### src/common/sldrv_pkg.sv
// Package for the serial-in latched driver controller.
// Assumes a single core clock domain; all inputs synchronous to it.
package sldrv_pkg;

    // ------------------------------------------------------------
    // Geometry and reset values
    // ------------------------------------------------------------
    localparam int SLDRV_STAGES = 20;
    localparam int SLDRV_FIFO_DEPTH = 4;
    localparam logic [SLDRV_STAGES-1:0] SLDRV_ZERO = 20'h00000;

    // ------------------------------------------------------------
    // Serial input word carried through the FIFO
    // ------------------------------------------------------------
    typedef struct packed {
        logic data;
        logic load;
        logic blank;
    } sldrv_pin_t;

    localparam int SLDRV_PIN_W = $bits(sldrv_pin_t);
    localparam sldrv_pin_t SLDRV_PIN_IDLE = '{data: 1'b0, load: 1'b0, blank: 1'b0};

    // Driver stages of all outputs, one bit each: source on, or sink (pull-down) on
    typedef struct packed {
        logic [SLDRV_STAGES-1:0] source_on;
        logic [SLDRV_STAGES-1:0] sink_on;
    } sldrv_drive_t;

endpackage : sldrv_pkg

### src/design/sldrv_core.sv
// Serial-in, latched, blankable output driver logic, with input FIFO.
// Assumes shift_clk, ser_data, latch_load and blank are synchronous to
// core_clk; a rising edge of shift_clk is detected in core_clk.

// ----------------------------------------------------------------
// Small FIFO
// ----------------------------------------------------------------
module sldrv_fifo #(
    parameter int WIDTH = 3,
    parameter int DEPTH = 4
) (
    input wire logic core_clk,
    input wire logic rstn,
    input wire logic clk_en,
    input wire logic in_valid,
    output logic in_ready,
    input wire logic [WIDTH-1:0] in_data,
    output logic out_valid,
    input wire logic out_ready,
    output logic [WIDTH-1:0] out_data
);
    localparam int AW = $clog2(DEPTH);
    localparam logic [AW:0] CNT_MAX = (AW+1)'(DEPTH);
    localparam logic [AW-1:0] PTR_LAST = AW'(DEPTH-1);

    // ------------------------------------------------------------
    // Storage
    // ------------------------------------------------------------
    // Words are not reset: out_data is only used while out_valid is high.
    logic [WIDTH-1:0] mem [DEPTH];
    logic [AW-1:0] wr_ptr;
    logic [AW-1:0] rd_ptr;
    logic [AW:0] count;

    function automatic logic [AW-1:0] bump(input logic [AW-1:0] p);
        bump = (p == PTR_LAST) ? '0 : p + 1'b1;
    endfunction : bump

    // ------------------------------------------------------------
    // Handshake decode
    // ------------------------------------------------------------
    wire push = in_valid && in_ready && clk_en;
    wire pop = out_valid && out_ready && clk_en;
    wire [AW-1:0] next_wr_ptr = push ? bump(wr_ptr) : wr_ptr;
    wire [AW-1:0] next_rd_ptr = pop ? bump(rd_ptr) : rd_ptr;
    wire [AW:0] next_count = count + {{AW{1'b0}}, push} - {{AW{1'b0}}, pop};

    assign in_ready = (count != CNT_MAX);
    assign out_valid = (count != '0);
    assign out_data = mem[rd_ptr];

    always_ff @(posedge core_clk) begin
        if (push) begin
            mem[wr_ptr] <= in_data;
        end
    end

    // ------------------------------------------------------------
    // Pointers and fill count
    // ------------------------------------------------------------
    always_ff @(posedge core_clk or negedge rstn) begin
        if (!rstn) begin
            wr_ptr <= '0;
        end else begin
            wr_ptr <= next_wr_ptr;
        end
    end

    always_ff @(posedge core_clk or negedge rstn) begin
        if (!rstn) begin
            rd_ptr <= '0;
        end else begin
            rd_ptr <= next_rd_ptr;
        end
    end

    always_ff @(posedge core_clk or negedge rstn) begin
        if (!rstn) begin
            count <= '0;
        end else begin
            count <= next_count;
        end
    end
endmodule : sldrv_fifo

// ----------------------------------------------------------------
// Driver core
// ----------------------------------------------------------------
module sldrv_core
    import sldrv_pkg::*;
#(
    parameter int STAGES = SLDRV_STAGES,
    parameter int FIFO_DEPTH = SLDRV_FIFO_DEPTH
) (
    input wire logic core_clk,
    input wire logic rstn,
    input wire logic clk_en,
    input wire logic in_valid,
    output logic in_ready,
    input wire logic shift_clk,
    input wire logic ser_data,
    input wire logic latch_load,
    input wire logic blank,
    output logic ser_out,
    output logic [STAGES-1:0] source_on,
    output logic [STAGES-1:0] sink_on,
    output logic [STAGES-1:0] latch_q
);
    // ------------------------------------------------------------
    // Serial clock edge detect; pins sampled with the clock state
    // ------------------------------------------------------------
    logic shift_clk_d;
    wire sclk_rise = shift_clk && !shift_clk_d;

    sldrv_pin_t pin_in;
    sldrv_pin_t pin_out;
    logic pin_valid;
    logic pin_ready;

    // Each rising serial clock edge becomes one FIFO word; only edges
    // with in_valid count, so the host may pace entry by in_ready.
    assign pin_in = '{data: ser_data, load: latch_load, blank: blank};

    // The drain side stalls only when clock enable is low; the fill side is gated
    // the same way, so a freeze never backs up and in_ready stays high.
    assign pin_ready = clk_en;

    // ------------------------------------------------------------
    // Input FIFO
    // ------------------------------------------------------------
    sldrv_fifo #(
        .WIDTH(SLDRV_PIN_W),
        .DEPTH(FIFO_DEPTH)
    ) u_fifo (
        .core_clk(core_clk),
        .rstn(rstn),
        .clk_en(clk_en),
        .in_valid(in_valid && sclk_rise),
        .in_ready(in_ready),
        .in_data(pin_in),
        .out_valid(pin_valid),
        .out_ready(pin_ready),
        .out_data(pin_out)
    );

    wire shift_step = pin_valid && pin_ready;

    // ------------------------------------------------------------
    // Serial clock history
    // ------------------------------------------------------------
    // Frozen with all other state, so a rise that spans a freeze is
    // still seen once when the clock enable returns.
    always_ff @(posedge core_clk or negedge rstn) begin
        if (!rstn) begin
            shift_clk_d <= 1'b0;
        end else if (clk_en) begin
            shift_clk_d <= shift_clk;
        end
    end

    // ------------------------------------------------------------
    // Shift register and cascade output
    // ------------------------------------------------------------
    logic [STAGES-1:0] shreg;
    wire [STAGES-1:0] next_shreg = {shreg[STAGES-2:0], pin_out.data};
    // Taken from the stage that feeds the last one, so the cascade bit
    // equals the new last stage without a further cycle of delay.
    wire next_ser_out = shreg[STAGES-2];

    always_ff @(posedge core_clk or negedge rstn) begin
        if (!rstn) begin
            shreg <= SLDRV_ZERO;
            ser_out <= 1'b0;
        end else if (shift_step) begin
            shreg <= next_shreg;
            ser_out <= next_ser_out;
        end
    end

    // ------------------------------------------------------------
    // Latch bank
    // ------------------------------------------------------------
    // Transparent latch modelled in the clock domain: follows the
    // register whenever load and clk_en are high, one cycle behind a shift.
    wire [STAGES-1:0] next_latch = latch_load ? shreg : latch_q;

    always_ff @(posedge core_clk or negedge rstn) begin
        if (!rstn) begin
            latch_q <= SLDRV_ZERO;
        end else if (clk_en) begin
            latch_q <= next_latch;
        end
    end

    // ------------------------------------------------------------
    // Output drivers
    // ------------------------------------------------------------
    // Registered so the pins never glitch while blank and latches move;
    // the price is one cycle from blank to the pins. Blank gates the
    // drivers only, latch_q is untouched by it.
    localparam sldrv_drive_t DRIVE_BLANKED = '{source_on: SLDRV_ZERO, sink_on: ~SLDRV_ZERO};

    sldrv_drive_t drive_q;
    sldrv_drive_t next_drive;

    assign next_drive = blank ? DRIVE_BLANKED :
        sldrv_drive_t'{source_on: next_latch, sink_on: ~next_latch};

    always_ff @(posedge core_clk or negedge rstn) begin
        if (!rstn) begin
            drive_q <= DRIVE_BLANKED;
        end else if (clk_en) begin
            drive_q <= next_drive;
        end
    end

    assign source_on = drive_q.source_on;
    assign sink_on = drive_q.sink_on;

endmodule : sldrv_core

### config.mk
export PLATFORM = sky130hd
export DESIGN_NAME = sldrv_core
export DESIGN_NICKNAME = d
export VERILOG_FILES = /design/src/common/sldrv_pkg.sv /design/src/design/sldrv_core.sv
export SDC_FILE = /design/constraint.sdc
export NUM_CORES = 1
export LEC_CHECK = 0
export BUFFER_PORTS_ARGS = -buffer_cell sky130_fd_sc_hd__buf_2
export CORE_ASPECT_RATIO = 0.6
export CORE_MARGIN = 2
export CORE_UTILIZATION = 35
export DETAILED_ROUTE_END_ITERATION = 10
export PLACE_DENSITY = 0.61
export SLEW_MARGIN = 15
export SYNTH_ARGS = -nofsm -noshare
export SYNTH_HDL_FRONTEND = slang
export SYNTH_HIERARCHICAL = 1
export SYNTH_SLANG_ARGS = --single-unit
### constraint.sdc
create_clock -name core_clk -period 2.86 [get_ports core_clk]
set_input_delay 0.143 -clock core_clk [delete_from_list [all_inputs] [get_ports core_clk]]
set_output_delay 0.143 -clock core_clk [all_outputs]
set_load 0.05 [all_outputs]
* Word level (Yosys, flattened, before mapping)
Memories as Yosys holds them, arrays and structs flattened. A register that Yosys moved wholly into a read port is not among the register bits.
Cells that the tools add are included.
W data, S select, Z words.
** Operators by class
- Add/subtract/negate cells :: 4
- Eq/ne operators :: 3
- Multiplexer cells :: 6
- Bitwise logic cells :: 1
- Reductions and logical operators :: 9
** Operator list (count)
- $mux W40 :: 1
- $mux W20 :: 1
- $not A20 Y20 :: 1
- $logic_and A1 B1 Y1 :: 6
- $add A2 B1 Y2 const B :: 2
- $eq A2 B2 Y1 const B :: 2
- $mux W2 :: 2
- $add A3 B1 Y3 :: 1
- $ne A3 B3 Y1 const B :: 1
- $reduce_bool A3 Y1 :: 1
- $sub A3 B1 Y3 :: 1
- $logic_not A1 Y1 :: 2
- $mux W1 :: 2
** Word-level totals
- Flip-flop bits (word level) :: 89
- RAM bits :: 12
- Input port bits :: 8
- Output and inout port bits :: 62
- Memories kept :: 1
** Memories
- u_fifo.mem :: depth 4, width 3, rd ports 1, clocked after Yosys merged registers in 1, write ports 1, RTL line sldrv_core.sv:30 : logic [WIDTH-1:0] mem [DEPTH];

* Logic depth before layout (Yosys ltp)
- Depth after elaboration :: 7
- Gate-level depth with buffers :: 12
- Gate-level depth less buffers :: 12

* By module
The synthesis kept the hierarchy.
** Modules (own cells, without submodules)
- sldrv_core :: instances 1, cells an instance 222, area each 3368.2 um^2, seq. area each 2052.0 um^2
- sldrv_fifo :: instances 1, cells an instance 55, area each 879.6 um^2, seq. area each 535.5 um^2

* Least setup slack after synthesis
No wires, ideal clock.
- Path type :: flip-flop to flip-flop
- Start :: register u_fifo.count[2]
- End :: register u_fifo.count[2]
- Setup time :: 0.080 ns
- Data arrival time :: 2.096 ns
- Required time :: 2.780 ns
- Slack :: 0.684 ns
- Cell stages (with the launch flop) :: 11
- Buffers on the path :: 0
- Cell sequence :: dfrtp_1 -> or3_4 -> nand3_2 -> inv_1 -> ha_1 -> inv_1 -> ha_1 -> inv_1 -> fa_1 -> xnor2_1 -> xnor2_1
** On the way
- Elaborated cells between the ends (all ways) :: 8
- Classes of those cells :: add/sub: 2; eq/ne: 1; reduce/logical: 5
** RTL lines
- start, declared :: RTL line sldrv_core.sv:33 : logic [AW:0] count;
- start signal, assigned :: RTL line sldrv_core.sv:81 : count <= next_count;
- $reduce_bool A3 Y1 :: RTL line sldrv_core.sv:49 : assign out_valid = (count != '0);
- named net pin_valid :: RTL line sldrv_core.sv:117 : logic pin_valid;
- $logic_and A1 B1 Y1 (2 in a row) :: RTL line sldrv_core.sv:43 : wire pop = out_valid && out_ready && clk_en;
- named net u_fifo.pop :: RTL line sldrv_core.sv:43
- $sub A3 B1 Y3 :: RTL line sldrv_core.sv:46 : wire [AW:0] next_count = count + {{AW{1'b0}}, push} - {{AW{1'b0}}, pop};
- named net u_fifo.next_count[2] :: RTL line sldrv_core.sv:46
The timed path passes the listed nets, and every way through them passes these cells.
A chain may end at the register's enable or synchronous reset.

* Worst setup path in the final report
Ends and elaborated chain as after synthesis.

==> load_flow_metrics.sql <==
INSERT INTO impl_metrics (metric_group, metric, value, unit) VALUES
('run_status', 'run_status', 'complete, no violations', ''),
('final_layout', 'n_antenna_cell', '0', ''),
('timing', 'timing.final.ws_setup', '495.9', 'ps'),
('clock_tree', 'cts-htree-levels', '3', ''),
('critical_path', 'cp.buffers_inverters', '3', ''),
('timing', 'worst_slew_margin_rel', '47.82', '%'),
('floorplan', 'die_area', '12220', 'sq um'),
('critical_path', 'cp_data_required_time', '3110', 'ps'),
('critical_path', 'critical_path.endpoint_type', 'flop', ''),
('timing', 'worst_clock_skew', '11.56', 'ps'),
('routing', 'routedWlPerCell', '15.38', 'microns'),
('global_routing', 'global_route.overflow_total', '0', ''),
('critical_path', 'crit_path_start_kind', 'flop', ''),
('timing', 'timing_max_transition_violations_final', '0', ''),
('global_routing', 'groute.usage.overall', '12.58', '%'),
('final_layout', 'fraction_of_final_layout_cells_with_drive_strength_greater_than_1', '45.45', '%'),
('final_layout', 'syn2layout_area_growth', '19.67', '%'),
('placement', 'detailedPlacementHpwl', '4901', 'microns'),
('critical_path', 'crit_path_cell_trace', 'or3_4 -> nand3_2 -> inv_1 -> ha_1 -> inv_1 -> ha_1 -> inv_1 -> fa_1 -> xnor2_1 -> xnor2_1', ''),
('routing', 'via_count', '2282', ''),
('clock_tree', 'clock_tree.root_cell', 'sky130_fd_sc_hd__clkbuf_16', ''),
('clock_tree', 'insertion_delay', '330', 'ps'),
('critical_path', 'path_max_fanout', '4', ''),
('clock_tree', 'cts.clk_slew.worst_paths', '60', 'ps'),
('global_routing', 'grt_antenna_before_repair', '0', ''),
('timing', 'achievable-frequency', '423.0', 'MHz'),
('pwr', 'total_leakage_power', '2.271', 'nW'),
('floorplan', 'ios', '70', ''),
('critical_path', 'worst_path_dominant_cell_family', 'adder cells', ''),
('critical_path', 'worst_ep_arrival_time', '2620', 'ps'),
('pwr', 'irDropWorstVdd', '413.8', 'uV'),
('yosys', 'postSynthCellCount', '267', ''),
('pwr', 'power_density', '1273', 'nW/um^2'),
('timing', 'finalHoldViolations', '0', ''),
('placement', 'preCtsSetupSlack', '500.3', 'ps'),
('yosys', 'syn_area', '3963', 'sq um'),
('timing', 'setup_tns', '0', 'ps'),
('timing', 'worst_pin_slew', '782.8', 'ps'),
('placement', 'gp_congestion', '0.6918', ''),
('routing', 'ant_nets', '0', ''),
('timing', 'report.final.setup_viol', '0', ''),
('floorplan', 'placeable_core_region', '11150', 'sq um'),
('clock_tree', 'tritoncts_clock_tree', 'built', ''),
('hold_path', 'holdCritPathClass', 'input port to flop', ''),
('routing', 'drt_wl_total', '7461', 'microns'),
('floorplan', 'start_util', '35.54', '%'),
('routing', 'drc', '0', ''),
('timing', 'grt_setup_unrepaired', 'false', ''),
('placement', 'dp_cells', '468', ''),
('yosys', 'post_synth.cell_area_avg', '14.84', 'sq um'),
('clock_tree', 'cts_buffer_depth', '2', ''),
('critical_path', 'crit_path_top_delay_cell', 'sky130_fd_sc_hd__dfrtp_1', ''),
('timing', 'final_period_minus_worst_setup_slack', '2364', 'ps'),
('global_routing', 'grt_max_degree', '89', ''),
('global_routing', 'vias_in_the_first_global_route', '2205', ''),
('critical_path', 'critical-path-max-stage-delay', '430', 'ps'),
('global_routing', 'grt_pass1_wl', '11930', 'microns'),
('final_layout', 'finish.utilization', '42.54', '%'),
('yosys', 'yosys_warnings', '6', ''),
('floorplan', 'placement_rows', '30', ''),
('clock_tree', 'post_cts_resize_count', '0', ''),
('routing', 'dr_pass1_iterations', '4', ''),
('floorplan', 'chipHeight', '86.42', 'microns'),
('routing', 'dr.first_iter.drc_count', '97', ''),
('floorplan', 'die_width', '141.4', 'microns'),
('final_layout', 'layout.cells.non_filler', '485', ''),
('final_layout', 'finalNetCount', '352', ''),
('clock_tree', 'cts_buffers', '9', ''),
('placement', 'number_of_buffers_added_on_ports', '69', ''),
('yosys', 'net_count_of_the_mapped_netlist', '283', ''),
('job', 'cap_viol_max_count', '0', ''),
('routing', 'post_drt_via_cell_ratio', '4.705', ''),
('critical_path', 'critical_path_class', 'flop to flop', ''),
('clock_tree', 'cts_sinks', '92', ''),
('pwr', 'total_power', '6.035', 'mW'),
('timing', 'finalCritPeriodShare', '82.66', '%'),
('critical_path', 'path_common_cell', 'sky130_fd_sc_hd__inv_1', '');
==> power breakdown <==
| group | total (mW) | leakage [nW] | internal [mW] | switching (mW) |
|---|---|---|---|---|
| Combinational | 2.53 | 1.03 | 0.926 | 1.60 |
| Clock | 1.25 | 0.151 | 0.772 | 0.480 |
| Sequential | 2.26 | 1.09 | 1.85 | 0.407 |
==> flip-flops by register name, indices dropped and copies added, names as in the netlist <==
name           flops
source_on         20
u_fifo/mem         4
u_fifo/rd_ptr      2
latch_q           20
sink_on           20
shreg             19
ser_out            1
u_fifo/wr_ptr      2
shift_clk_d        1
u_fifo/count       3
==> per-stage QoR <==
stage | instance area, sq um | hold WS, ps
finish | 4742 | 42.72
global route | 4742 | 26.50
CTS | 4728 | 21.93
detailed placement | 4410 | 370.8
global placement | 4410 | 362.6
floorplan | 3963 | -152.6
==> final timing paths <==
kind                                           start                    endpoint  slack [ps]  cells after the start
setup / recovery           u_fifo/count[2]$_DFF_PN0_   u_fifo/count[2]$_DFF_PN0_         500                     10
hold / removal                              ser_data  u_fifo/mem[1][2]$_DFFE_PP_          40                      1
setup reg to reg           u_fifo/count[2]$_DFF_PN0_   u_fifo/count[2]$_DFF_PN0_         500                     10
hold reg to reg              shift_clk_d$_DFFE_PN0P_     shift_clk_d$_DFFE_PN0P_         490                      1
max in group asynchronous                       rstn   source_on[15]$_DFFE_PN0P_        1880                      2
min in group asynchronous                       rstn    source_on[3]$_DFFE_PN0P_         450                      2
==> per-layer routing <==
layer | vias to the layer above | part of all wire [%] | GRT usage (%)
li1 | 1090 | - | -
met1 | 1132 | 50 | 18.65
met2 | 54 | 42 | 17.34
met3 | 6 | 7.1 | 4.696
met4 | 0 | 0.74 | 3.000
met5 | - | 0 | 0
==> cell type report <==
| class | count | area (sq um) |
|---|---|---|
| clock buffer | 11 | 232.7 |
| clock inverter | 5 | 85.08 |
| inverter | 27 | 101.3 |
| multi-input combinational | 133 | 1411 |
| sequential | 92 | 2347 |
| fill | 1017 | 6406 |
| tap | 144 | 180.2 |
| timing repair buffer | 73 | 384.1 |
==> cell usage in the layout, fill, tap and decap left out, drive strengths merged <==
| master | n |
|---|---|
| a21oi | 1 |
| and2 | 4 |
| buf | 72 |
| bufinv | 2 |
| clkbuf | 11 |
| clkinvlp | 1 |
| dfrtp | 68 |
| dfstp | 20 |
| dlygate4sd3 | 1 |
| edfxtp | 4 |
| fa | 1 |
| ha | 7 |
| inv | 29 |
| mux2 | 44 |
| mux2i | 20 |
| mux4 | 1 |
| nand2 | 5 |
| nand2b | 1 |
| nand3 | 1 |
| nor2 | 3 |
| nor3 | 1 |
| o22a | 20 |
| o22ai | 20 |
| o2bb2ai | 1 |
| or3 | 1 |
| xnor2 | 2 |
==> repair_timing <==
action | CTS | global route
endpoints found under the hold margin | 0 | 68
buffers inserted | 0 | 0
hold buffers | 0 | 1
No activity file was read; power rests on OpenSTA's default activity.
